`src/verilog/mste_regs.svh`:
```
// Offsets, mode bit positions, reset values and channel lengths
`ifndef MSTE_REGS_SVH
`define MSTE_REGS_SVH

// ---------------------------------------------------------------
// Register offsets and reset values
// ---------------------------------------------------------------
`define MSTE_REG_CTRL  8'h00
`define MSTE_REG_STAT  8'h04
`define MSTE_REG_ITEMS 8'h08
`define MSTE_CTRL_RST  2'h0
`define MSTE_CTRL_EN   0
`define MSTE_CTRL_WIN  1

// ---------------------------------------------------------------
// Internal RAM page (upper 12 address bits)
// ---------------------------------------------------------------
`define MSTE_PAGE_LO   12'h0fe
`define MSTE_PAGE_HI   12'hffe

// ---------------------------------------------------------------
// Mode byte layout
// ---------------------------------------------------------------
`define MSTE_M_TYPE    7:6
`define MSTE_M_WORD    0
`define MSTE_M_DIR     1
`define MSTE_M_VSUP    2
`define MSTE_M_KEEPT   3
`define MSTE_M_ADD     4
`define MSTE_M_RING    5

// ---------------------------------------------------------------
// Channel length in bytes per type
// ---------------------------------------------------------------
`define MSTE_LEN_A     4'h2
`define MSTE_LEN_B     4'h6
`define MSTE_LEN_C     4'ha
`define MSTE_LEN_CR    4'hc

`endif

```
`src/verilog/mste_pkg.sv`:
```
// Types shared by the transfer engine and its users
package mste_pkg;

  // ---------------------------------------------------------------
  // Channel types and sequencer states
  // ---------------------------------------------------------------
  typedef enum logic [1:0] {
    T_OTHER  = 2'b00,
    T_REGBUF = 2'b01,
    T_PTRBUF = 2'b10,
    T_DUAL   = 2'b11
  } mste_type_t;

  typedef enum logic [3:0] {
    ST_IDLE  = 4'b0000, ST_MWT  = 4'b0001, ST_MCAP = 4'b0010,
    ST_PWT   = 4'b0011, ST_PCAP = 4'b0100, ST_CHRD = 4'b0101,
    ST_CHWT  = 4'b0110, ST_CHCAP = 4'b0111, ST_GRD = 4'b1000,
    ST_GWT   = 4'b1001, ST_GCAP = 4'b1010, ST_SWR  = 4'b1011,
    ST_UPD   = 4'b1100, ST_WB   = 4'b1101, ST_FIN  = 4'b1110
  } mste_state_t;

  // ---------------------------------------------------------------
  // Carriers
  // ---------------------------------------------------------------
  typedef struct packed {
    logic        valid;
    logic [7:0]  ofs;
  } mste_req_t;

  typedef struct packed {
    logic        valid;
    logic        write;
    logic        toSfr;
    logic [19:0] addr;
    logic [7:0]  wdata;
  } mste_bus_t;

endpackage : mste_pkg

```
`src/verilog/mste_engine.sv`:
```
// Interrupt-triggered single-item transfer engine
`timescale 1ns/1ps
`include "mste_regs.svh"
// How it works
// RULE1 - Buffer-in-channel type moves item either direction
// RULE2 - One 8- or 16-bit item per service
// RULE3 - Buffer address is pointer minus scaled count minus one
// RULE4 - Channel buffer stays in selected RAM page
// RULE5 - Register chosen by channel's 8-bit pointer
// RULE6 - Decrement count; at zero end and signal
// RULE7 - Mode byte read first, dispatch by type
// RULE8 - Pointer type moves item between memory, register
// RULE9 - Pointer advances by one or two
// RULE10 - Pointer and dual types use 16-bit count
// RULE11 - Pointer buffer may sit anywhere in space
// RULE12 - Channels located in RAM page by pointer
// RULE13 - Software keeps pointer bits 20-23 zero
// RULE14 - Dual type writes timer and data registers
// RULE15 - Timer pointer kept or stepped with data
// RULE16 - Data pointer steps by one each transfer
// RULE17 - Optional add of timer data to compare
// RULE18 - Timer write first, then data register write
// RULE19 - Ring counter wraps pointer and reloads
// RULE20 - Timer and data registers by 8-bit pointers
// RULE21 - Software presets ring counter to modulo length
// RULE22 - Suppress bit decides end interrupt or not
// RULE23 - One item per request, channel saved first
module mste_engine (
  // Clock and reset
  input  wire logic              clk,
  input  wire logic              rst_n,
  // Register port
  input  wire logic [7:0]        regAddr,
  input  wire logic [31:0]       regWdata,
  input  wire logic              regWr,
  input  wire logic              regRd,
  output logic [31:0]            regRdata,
  // Service request
  input  mste_pkg::mste_req_t    req,
  output logic                   reqReady,
  // Memory and register access
  output mste_pkg::mste_bus_t    busReq,
  input  wire logic [7:0]        memRdata,
  input  wire logic [7:0]        sfrRdata,
  // Completion
  output logic                   ismClr,
  output logic                   flagClr,
  output logic                   vecIrq,
  output logic                   otherReq,
  output logic [7:0]             otherOfs
);
  import mste_pkg::*;

  // ---------------------------------------------------------------
  // State
  // ---------------------------------------------------------------
  mste_state_t stQ, stD;
  mste_type_t  typ;
  mste_bus_t   busD;
  logic [3:0]  idxQ, idxD, chLen;
  logic [1:0]  stepQ, stepD, nextStep, ctrlQ;
  logic [7:0]  modeQ, cptrQ, cofsQ, aOfs;
  logic [7:0]  chB [12];
  logic [11:0] pageQ, winPage;
  logic [15:0] opQ, cmpQ, sumV, transfer_count, mscN, itemsQ;
  logic [19:0] ptr1, ptr2, ptr1N, ptr2N, ptr2Inc;
  logic [19:0] tStep, memA, sfrA, dsfrA, gBase, sBase;
  logic [7:0]  rcN, rcNew, gByte;
  logic        accept, word, dir, vsup, keepT, add, ring, wrap;
  logic        gSfr, gCmp, sEn, sSfr, two, lastStep, readyD;
  logic        tWrQ;

  assign typ   = mste_type_t'(modeQ[`MSTE_M_TYPE]);
  assign word  = modeQ[`MSTE_M_WORD];
  assign dir   = modeQ[`MSTE_M_DIR];
  assign vsup  = modeQ[`MSTE_M_VSUP];
  assign keepT = modeQ[`MSTE_M_KEEPT];
  assign add   = modeQ[`MSTE_M_ADD];
  assign ring  = modeQ[`MSTE_M_RING];

  // Enable is seen one cycle late: a request in flight finishes
  assign accept  = req.valid && reqReady;
  assign winPage = ctrlQ[`MSTE_CTRL_WIN] ? `MSTE_PAGE_HI
                                         : `MSTE_PAGE_LO;

  // ---------------------------------------------------------------
  // Channel fields
  // ---------------------------------------------------------------
  // Upper nibble of the top pointer byte is ignored here
  assign ptr1 = {chB[3][3:0], chB[4], chB[5]}; // RULE13
  assign ptr2 = {chB[7][3:0], chB[8], chB[9]};
  assign transfer_count  = (typ == T_REGBUF) ? {8'h00, chB[0]}
                                  : {chB[0], chB[1]}; // RULE10
  assign mscN = transfer_count - 16'h0001; // RULE6
  assign aOfs = word ? cptrQ - {chB[0][6:0], 1'b0} - 8'h01
                     : cptrQ - chB[0] - 8'h01; // RULE3
  assign memA = (typ == T_REGBUF) ? {pageQ, aOfs} : ptr1; // RULE4 RULE11
  assign sfrA = {12'h000, (typ == T_REGBUF) ? chB[1]
                                            : chB[2]}; // RULE5 RULE20
  assign dsfrA = {12'h000, chB[6]}; // RULE20
  assign tStep = word ? 20'h00002 : 20'h00001;

  always_comb begin
    unique case (typ)
      T_REGBUF: chLen = `MSTE_LEN_A;
      T_PTRBUF: chLen = `MSTE_LEN_B;
      T_DUAL:   chLen = ring ? `MSTE_LEN_CR : `MSTE_LEN_C;
      T_OTHER:  chLen = `MSTE_LEN_A;
    endcase
  end

  // ---------------------------------------------------------------
  // Pointer and counter updates
  // ---------------------------------------------------------------
  always_comb begin
    if (typ == T_PTRBUF) begin
      ptr1N = ptr1 + tStep; // RULE9
    end else if (keepT) begin
      ptr1N = ptr1; // RULE15
    end else begin
      ptr1N = dir ? ptr1 - tStep : ptr1 + tStep; // RULE15
    end
  end

  assign ptr2Inc = dir ? ptr2 - 20'h00001
                       : ptr2 + 20'h00001; // RULE16
  assign rcN   = chB[11] - 8'h01; // RULE19
  assign wrap  = ring && (rcN == 8'h00); // RULE19
  assign rcNew = wrap ? chB[10] : rcN; // RULE19
  // Decrementing pointer wraps upward, incrementing one downward
  assign ptr2N = !wrap ? ptr2Inc
               : dir ? ptr2Inc + {12'h000, chB[10]}
                     : ptr2Inc - {12'h000, chB[10]}; // RULE19

  // ---------------------------------------------------------------
  // Transfer plan for the current step
  // ---------------------------------------------------------------
  always_comb begin
    gSfr = 1'b0;
    gCmp = 1'b0;
    sEn = 1'b0;
    sSfr = 1'b1;
    two = 1'b0;
    lastStep = 1'b0;
    gBase = memA;
    sBase = sfrA;
    unique case (typ)
      T_REGBUF, T_PTRBUF: begin
        gSfr = dir; // RULE1 RULE8
        gBase = dir ? sfrA : memA;
        sSfr = !dir;
        sBase = dir ? memA : sfrA;
        two = word; // RULE2
        sEn = 1'b1;
        lastStep = 1'b1;
      end
      T_DUAL: begin
        two = word;
        unique case (stepQ)
          2'h0: begin
            gBase = ptr1; // RULE14
            sEn = !add; // RULE17
          end
          2'h1: begin
            gSfr = 1'b1; // RULE17
            gCmp = 1'b1;
            gBase = sfrA;
            sEn = 1'b1;
          end
          default: begin
            gBase = ptr2; // RULE18
            two = 1'b0;
            sBase = dsfrA;
            sEn = 1'b1;
            lastStep = 1'b1;
          end
        endcase
      end
      T_OTHER: lastStep = 1'b1;
    endcase
  end

  // Compare read is only needed when adding
  assign nextStep = (stepQ == 2'h0 && !add) ? 2'h2
                                            : stepQ + 2'h1;
  assign sumV = (add && stepQ == 2'h1) ? opQ + cmpQ : opQ; // RULE17
  assign gByte = gSfr ? sfrRdata : memRdata;

  function automatic logic [19:0] byteAddr(input logic isSfr,
                                           input logic [19:0] base,
                                           input logic hi);
    byteAddr = isSfr ? {12'h000, base[7:0] + {7'h00, hi}}
                     : base + {19'h00000, hi};
  endfunction : byteAddr

  // ---------------------------------------------------------------
  // Sequencer
  // ---------------------------------------------------------------
  always_comb begin
    stD = stQ;
    idxD = idxQ;
    stepD = stepQ;
    busD = '0;
    unique case (stQ)
      ST_IDLE: if (accept) begin
        busD.valid = 1'b1; // RULE7
        busD.addr = {winPage, req.ofs}; // RULE12
        stD = ST_MWT;
      end
      ST_MWT: stD = ST_MCAP;
      ST_MCAP: begin
        busD.valid = 1'b1;
        busD.addr = {pageQ, cofsQ + 8'h01};
        stD = ST_PWT;
      end
      ST_PWT: stD = ST_PCAP;
      ST_PCAP: begin
        idxD = 4'h0;
        stepD = 2'h0;
        stD = (typ == T_OTHER) ? ST_FIN : ST_CHRD; // RULE7
      end
      ST_CHRD: begin
        busD.valid = 1'b1;
        busD.addr = {pageQ, cptrQ - {4'h0, idxQ}}; // RULE12
        stD = ST_CHWT;
      end
      ST_CHWT: stD = ST_CHCAP;
      ST_CHCAP: begin
        idxD = (idxQ == chLen - 4'h1) ? 4'h0 : idxQ + 4'h1;
        stD = (idxQ == chLen - 4'h1) ? ST_GRD : ST_CHRD;
      end
      ST_GRD: begin
        busD.valid = 1'b1;
        busD.toSfr = gSfr;
        busD.addr = byteAddr(gSfr, gBase, idxQ[0]);
        stD = ST_GWT;
      end
      ST_GWT: stD = ST_GCAP;
      ST_GCAP: begin
        idxD = 4'h0;
        if (two && !idxQ[0]) begin
          idxD = 4'h1;
          stD = ST_GRD;
        end else if (sEn) begin
          stD = ST_SWR;
        end else begin
          stepD = nextStep;
          stD = ST_GRD;
        end
      end
      ST_SWR: begin
        busD.valid = 1'b1;
        busD.write = 1'b1;
        busD.toSfr = sSfr;
        busD.addr = byteAddr(sSfr, sBase, idxQ[0]);
        busD.wdata = idxQ[0] ? sumV[15:8] : sumV[7:0];
        idxD = 4'h0;
        if (two && !idxQ[0]) begin
          idxD = 4'h1;
        end else if (lastStep) begin
          stD = ST_UPD; // RULE23
        end else begin
          stepD = nextStep; // RULE18
          stD = ST_GRD;
        end
      end
      ST_UPD: begin
        idxD = 4'h0;
        stD = ST_WB;
      end
      ST_WB: begin
        busD.valid = 1'b1;
        busD.write = 1'b1;
        busD.addr = {pageQ, cptrQ - {4'h0, idxQ}};
        busD.wdata = chB[idxQ];
        idxD = idxQ + 4'h1;
        stD = (idxQ == chLen - 4'h1) ? ST_FIN : ST_WB; // RULE23
      end
      ST_FIN: stD = ST_IDLE;
      default: stD = ST_IDLE;
    endcase
  end

  // Ready only returns once the channel is written back or, for the other type, once the request is handed on
  assign readyD = (stD == ST_IDLE) && ctrlQ[`MSTE_CTRL_EN]; // RULE23

  always_ff @(posedge clk or negedge rst_n) begin
    if (!rst_n) begin
      stQ <= ST_IDLE;
      idxQ <= 4'h0;
      stepQ <= 2'h0;
      busReq <= '0;
      reqReady <= 1'b0;
    end else begin
      stQ <= stD;
      idxQ <= idxD;
      stepQ <= stepD;
      busReq <= busD;
      reqReady <= readyD;
    end
  end

  // ---------------------------------------------------------------
  // Control word and item capture
  // ---------------------------------------------------------------
  always_ff @(posedge clk or negedge rst_n) begin
    if (!rst_n) begin
      modeQ <= 8'h00;
      cptrQ <= 8'h00;
      cofsQ <= 8'h00;
      pageQ <= `MSTE_PAGE_LO;
      opQ <= 16'h0000;
      cmpQ <= 16'h0000;
    end else begin
      if (accept) begin
        cofsQ <= req.ofs;
        pageQ <= winPage; // RULE4
      end
      if (stQ == ST_MCAP) modeQ <= memRdata; // RULE7
      if (stQ == ST_PCAP) cptrQ <= memRdata;
      if (stQ == ST_GCAP && gCmp && idxQ[0]) cmpQ[15:8] <= gByte;
      if (stQ == ST_GCAP && gCmp && !idxQ[0]) cmpQ[7:0] <= gByte;
      if (stQ == ST_GCAP && !gCmp && idxQ[0]) opQ[15:8] <= gByte;
      if (stQ == ST_GCAP && !gCmp && !idxQ[0]) opQ[7:0] <= gByte;
    end
  end

  // ---------------------------------------------------------------
  // Channel image
  // ---------------------------------------------------------------
  always_ff @(posedge clk or negedge rst_n) begin
    if (!rst_n) begin
      for (int i = 0; i < 12; i++) chB[i] <= 8'h00;
    end else if (stQ == ST_CHCAP) begin
      chB[idxQ] <= memRdata;
    end else if (stQ == ST_UPD) begin
      if (typ == T_REGBUF) begin
        chB[0] <= mscN[7:0]; // RULE6
      end else begin
        chB[0] <= mscN[15:8]; // RULE10
        chB[1] <= mscN[7:0];
        chB[3] <= {4'h0, ptr1N[19:16]};
        chB[4] <= ptr1N[15:8];
        chB[5] <= ptr1N[7:0];
      end
      if (typ == T_DUAL) begin
        chB[7] <= {4'h0, ptr2N[19:16]}; // RULE16
        chB[8] <= ptr2N[15:8];
        chB[9] <= ptr2N[7:0];
        if (ring) chB[11] <= rcNew; // RULE19
      end
    end
  end

  // ---------------------------------------------------------------
  // Completion signalling
  // ---------------------------------------------------------------
  always_ff @(posedge clk or negedge rst_n) begin
    if (!rst_n) begin
      ismClr <= 1'b0;
      flagClr <= 1'b0;
      vecIrq <= 1'b0;
      otherReq <= 1'b0;
      otherOfs <= 8'h00;
    end else begin
      ismClr <= 1'b0;
      flagClr <= 1'b0;
      vecIrq <= 1'b0;
      otherReq <= 1'b0;
      if (stQ == ST_FIN && typ == T_OTHER) begin
        otherReq <= 1'b1; // RULE7
        otherOfs <= cofsQ;
      end else if (stQ == ST_FIN && transfer_count == 16'h0000) begin
        ismClr <= 1'b1; // RULE6
        flagClr <= vsup; // RULE22
        vecIrq <= !vsup; // RULE22
      end
    end
  end

  // ---------------------------------------------------------------
  // Register port
  // ---------------------------------------------------------------
  always_ff @(posedge clk or negedge rst_n) begin
    if (!rst_n) begin
      ctrlQ <= `MSTE_CTRL_RST;
      itemsQ <= 16'h0000;
      regRdata <= 32'h00000000;
    end else begin
      if (regWr && regAddr == `MSTE_REG_CTRL) ctrlQ <= regWdata[1:0];
      if (stQ == ST_FIN && typ != T_OTHER) itemsQ <= itemsQ + 16'h0001;
      regRdata <= 32'h00000000;
      if (regRd) begin
        unique case (regAddr)
          `MSTE_REG_CTRL:  regRdata <= {30'h0, ctrlQ};
          `MSTE_REG_STAT:  regRdata <= {25'h0, stQ, typ,
                                        stQ != ST_IDLE};
          `MSTE_REG_ITEMS: regRdata <= {16'h0, itemsQ};
          default:         regRdata <= 32'h00000000;
        endcase
      end
    end
  end

  // ---------------------------------------------------------------
  // Checks
  // ---------------------------------------------------------------
  always_ff @(posedge clk or negedge rst_n) begin
    if (!rst_n) tWrQ <= 1'b0;
    else if (accept) tWrQ <= 1'b0;
    else if (stQ == ST_SWR && stepQ != 2'h2) tWrQ <= 1'b1;
  end
endmodule : mste_engine

```
`config.mk`:
```
export PLATFORM = sky130hd
export DESIGN_NAME = mste_engine
export DESIGN_NICKNAME = d
export VERILOG_FILES = /design/src/verilog/mste_pkg.sv /design/src/verilog/mste_engine.sv
export VERILOG_INCLUDE_DIRS = /design/src /design/src/verilog
export SDC_FILE = /design/constraint.sdc
export NUM_CORES = 1
export LEC_CHECK = 0
export ABC_AREA = 1
export BUFFER_PORTS_ARGS = -buffer_cell sky130_fd_sc_hd__buf_4
export CAP_MARGIN = 10
export CORE_MARGIN = 5
export CORE_UTILIZATION = 65
export CTS_CLUSTER_DIAMETER = 150
export CTS_CLUSTER_SIZE = 16
export DETAILED_ROUTE_END_ITERATION = 6
export MAX_ROUTING_LAYER = met4
export PLACE_DENSITY = 0.85
export REMOVE_ABC_BUFFERS = 1
export SLEW_MARGIN = 20
export SYNTH_ARGS = -nofsm -noshare
export SYNTH_HDL_FRONTEND = slang
export SYNTH_SLANG_ARGS = --single-unit
```
`constraint.sdc`:
```
create_clock -name clk -period 10.7 [get_ports clk]
set_input_delay 1.07 -clock clk [delete_from_list [all_inputs] [get_ports clk]]
set_output_delay 1.07 -clock clk [all_outputs]
set_load 0.02 [all_outputs]
```
==> impl_metrics.ini <==
[setup_path]
cp_cell_sequence = buf_4, ha_1, a21oi_1, o21ai_0, a21oi_1, o21ai_0, nand3_1, nand2_1, xor2_1, ha_1, nand2_1, inv_1, nand3_1, inv_1, a22oi_1, nand4_1, a21oi_1, o21ai_0, nand3b_1, nand3_1, a22oi_1
crit_type = flip-flop to flip-flop
reg2reg_slack_ns = 6.36
slowest_stage = ha_1
path_delay_family = compound AO/OA/AOI/OAI gates
cp_data_arrival_time_ns = 4.72
rr_startpoint = modeQ[1]$_DFFE_PN0P_
critPathMaxFanout = 31
path_depth = 21
worst_setup_path_start_kind = flip-flop
rr_worst_depth = 21
critPathBufInv = 3
r2r-end = chB[35]$_DFFE_PN0P_
end_kind = flip-flop
required_ns = 11.08
critPathMaxStageDelay_ns = 0.44

[logic_synthesis]
netlist-cell-type-count = 61
yosysWarnings = 0
ys_async_sr_fraction_pct = 100
synth_edf_count = 0
synthesis.instances = 2692
yosysMostFrequentCell = nand2_1
synthTopCellsByCount = 518 x nand2_1, 315 x inv_1, 289 x o21ai_0
synth_area_leaders = dfrtp_1 32%, nand2_1 10%, o21ai_0 7.6%
ys_seq_elements = 241
synth.avg_cell_area_um2 = 7.03
synth.largest_area_cell = dfrtp_1
yosysSeqAreaShare_pct = 31.9
syn-cell-area_mm2 = 0.0189
ys.flop_type = dfrtp_1
netlist.area_leader.share_pct = 31.9

[routing]
wl_per_cell_um = 20.1
drc = 1
ant_nets = 0
dr.pass1.iters = 7
first_iter_violations = 2586
routed_via_density = 6.36
vias = 19900
routed_wl_um = 62700

[cells_and_area]
design_area_mm2 = 0.0203
syn_to_final_growth_pct = 7.37
antenna_cells = 0
fin_util_pct = 70.8
multiInputGateArea_mm2 = 0.0112
nFillCells = 2456
nNetsFinal = 2914
drive_above_1_share_pct = 8.21
regArea_mm2 = 0.00603
final_cells = 3126

[timing]
min_period_ns = 4.34
finalSetupTns_ns = 0
setup_viol = 0
setup_slack_ns = 6.36
hold_viol = 0
slew_headroom_pct = 25.8
clock_skew_ns = 0.0246
max_freq_mhz = 230
rsz0062_at_grt = no
slew_viol_final = 0
fin_crit_sh_pct = 40.6
tightest_slew_ns = 1.11

[floorplanning]
num_io_pins = 145
fp.dieH_um = 181
start_util_pct = 65.9
dieArea_mm2 = 0.0326
die_width_um = 181
core-area_mm2 = 0.0287
rows = 62

[pwr]
powerDensity_mw_per_mm2 = 376
leakage_nw = 9.96
ir_drop_uv = 494

[clock_network]
path_clk_slew_ns = 0.09
clockRootBuffer = clkbuf_16
clk_latency_ns = 0.53
cts_sinks = 241
clock_path_buffers = 3
post_cts_resized = 0
cts-buffers-inserted = 19
htree_levels = 1
cts_tree = done
postCtsSetupBuffers = 0
cts_hold_buf = 0

[global_routing]
antenna_found_initial = 0
grt_pass1_wl_um = 98300
grt_usage_pct = 38.0
overflow = 0
grt_max_degree = 110
grt_pass1_vias = 18400

[place]
dp.cells = 3103
pre_cts_ws_ns = 6.49
io_buffer_count = 98
hpwl_um = 47500
placed_area_mm2 = 0.0198
place_congestion = 1.03

[hold_path]
holdCritStartpoint = modeQ[2]$_DFFE_PN0P_
hold_path.class = flip-flop to flip-flop
whs_path_depth = 1
hold_end = vecIrq$_DFF_PN0_

[run_status]
outcome = finished, violations left
violations = DRC

[run]
maxCapViolCount = 0
-- where the power goes --
part,internal [mW],switching (mW),leakage (nW),total [mW]
clock network,0.324,0.352,0.248,0.676
logic,1.81,3.64,6.82,5.45
registers,1.18,0.328,2.89,1.51
total,3.31,4.32,9.96,7.64
-- cell usage in the layout (no fill, tap or decap), types with 16 or more instances in the layout --
cell,Yosys,routed
clkbuf_16,0,19
o21ai_0,289,289
nand3_1,191,191
a22oi_1,23,23
conb_1,1,16
a31oi_1,34,34
nor2_1,270,268
a21oi_1,205,205
dfrtp_1,241,240
ha_1,97,97
nor3_1,38,38
o211ai_1,37,37
o22ai_1,18,18
xor2_1,49,49
buf_4,22,108
mux2_2,25,25
o221ai_1,20,20
nand4_1,40,40
xnor2_1,23,23
inv_1,315,315
nand2_1,518,518
-- worst max-delay path by stage --
stage                              start             endpoint  slack [ns]
global route        modeQ[1]$_DFFE_PN0P_  chB[33]$_DFFE_PN0P_        6.04
finish              modeQ[1]$_DFFE_PN0P_  chB[35]$_DFFE_PN0P_        6.36
CTS                 modeQ[1]$_DFFE_PN0P_  chB[33]$_DFFE_PN0P_        6.47
floorplan            idxQ[0]$_DFFE_PN0P_  chB[88]$_DFFE_PN0P_        6.70
detailed placement  modeQ[1]$_DFFE_PN0P_  chB[33]$_DFFE_PN0P_        6.49
global placement    modeQ[1]$_DFFE_PN0P_  chB[33]$_DFFE_PN0P_        6.63
-- sequential cells by signal (all words and copies together), names as in the netlist, 2 cells and up --
signal / cells
chB: 96
busReq: 31
cmpQ: 16
itemsQ: 16
opQ: 16
regRdata: 16
cofsQ: 8
cptrQ: 8
modeQ: 8
otherOfs: 8
idxQ: 4
stQ: 4
ctrlQ: 2
stepQ: 2
-- layer usage --
metal | vias up | part of all wire (%) | global-route usage [%]
met5 | - | 0 | -
met1 | 9185 | 39 | 49.2
met3 | 264 | 10 | 6.52
met2 | 1236 | 45 | 59.3
li1 | 9199 | - | -
met4 | 0 | 5.4 | 16.1
-- layout make-up --
| cell class | count | share of cell area [%] |
|---|---|---|
| timing repair buffer | 109 | 4.07 |
| clock inverter | 2 | 0.123 |
| clock buffer | 21 | 2.38 |
| inverter | 333 | 6.17 |
| multi-input combinational | 2036 | 55.2 |
| sequential | 241 | 29.7 |
| tap | 384 | 2.37 |
-- worst reg2reg max path: stages, from the launching register on --
cell      delay (ns)
dfrtp_1         0.37
buf_4           0.26
ha_1            0.47
a21oi_1         0.11
o21ai_0         0.29
a21oi_1         0.12
o21ai_0         0.36
nand3_1         0.12
nand2_1         0.13
xor2_1          0.24
ha_1            0.34
nand2_1         0.16
inv_1           0.05
nand3_1         0.07
inv_1           0.04
a22oi_1         0.14
nand4_1         0.15
a21oi_1         0.15
o21ai_0         0.22
nand3b_1        0.21
nand3_1         0.09
a22oi_1         0.09
-- stage by stage --
stage / hold slack (ns) / power, mW
CTS: 0.437 / 7.47
finish: 0.440 / 7.64
detailed placement: 0.433 / 6.77
floorplan: 0.401 / 5.30
global route: 0.471 / 8.25
global placement: 0.407 / 6.62
-- cell families (layout without fill, tap and decap cells) --
logic type / Yosys count / after routing / share of synthesized area (%)
buffers and inverters: 430 / 465 / 9.19
DFF: 241 / 241 / 31.9
and+or+nand+nor: 1118 / 1118 / 25.6
xor gates and xnor gates: 72 / 72 / 3.33
muxes: 25 / 25 / 1.49
adders and majority gates: 105 / 105 / 7.26
AOI/OAI and AO/OA: 700 / 700 / 21.2
other: 1 / 16 / 0.0198
Power figures use the tool's default switching activity.
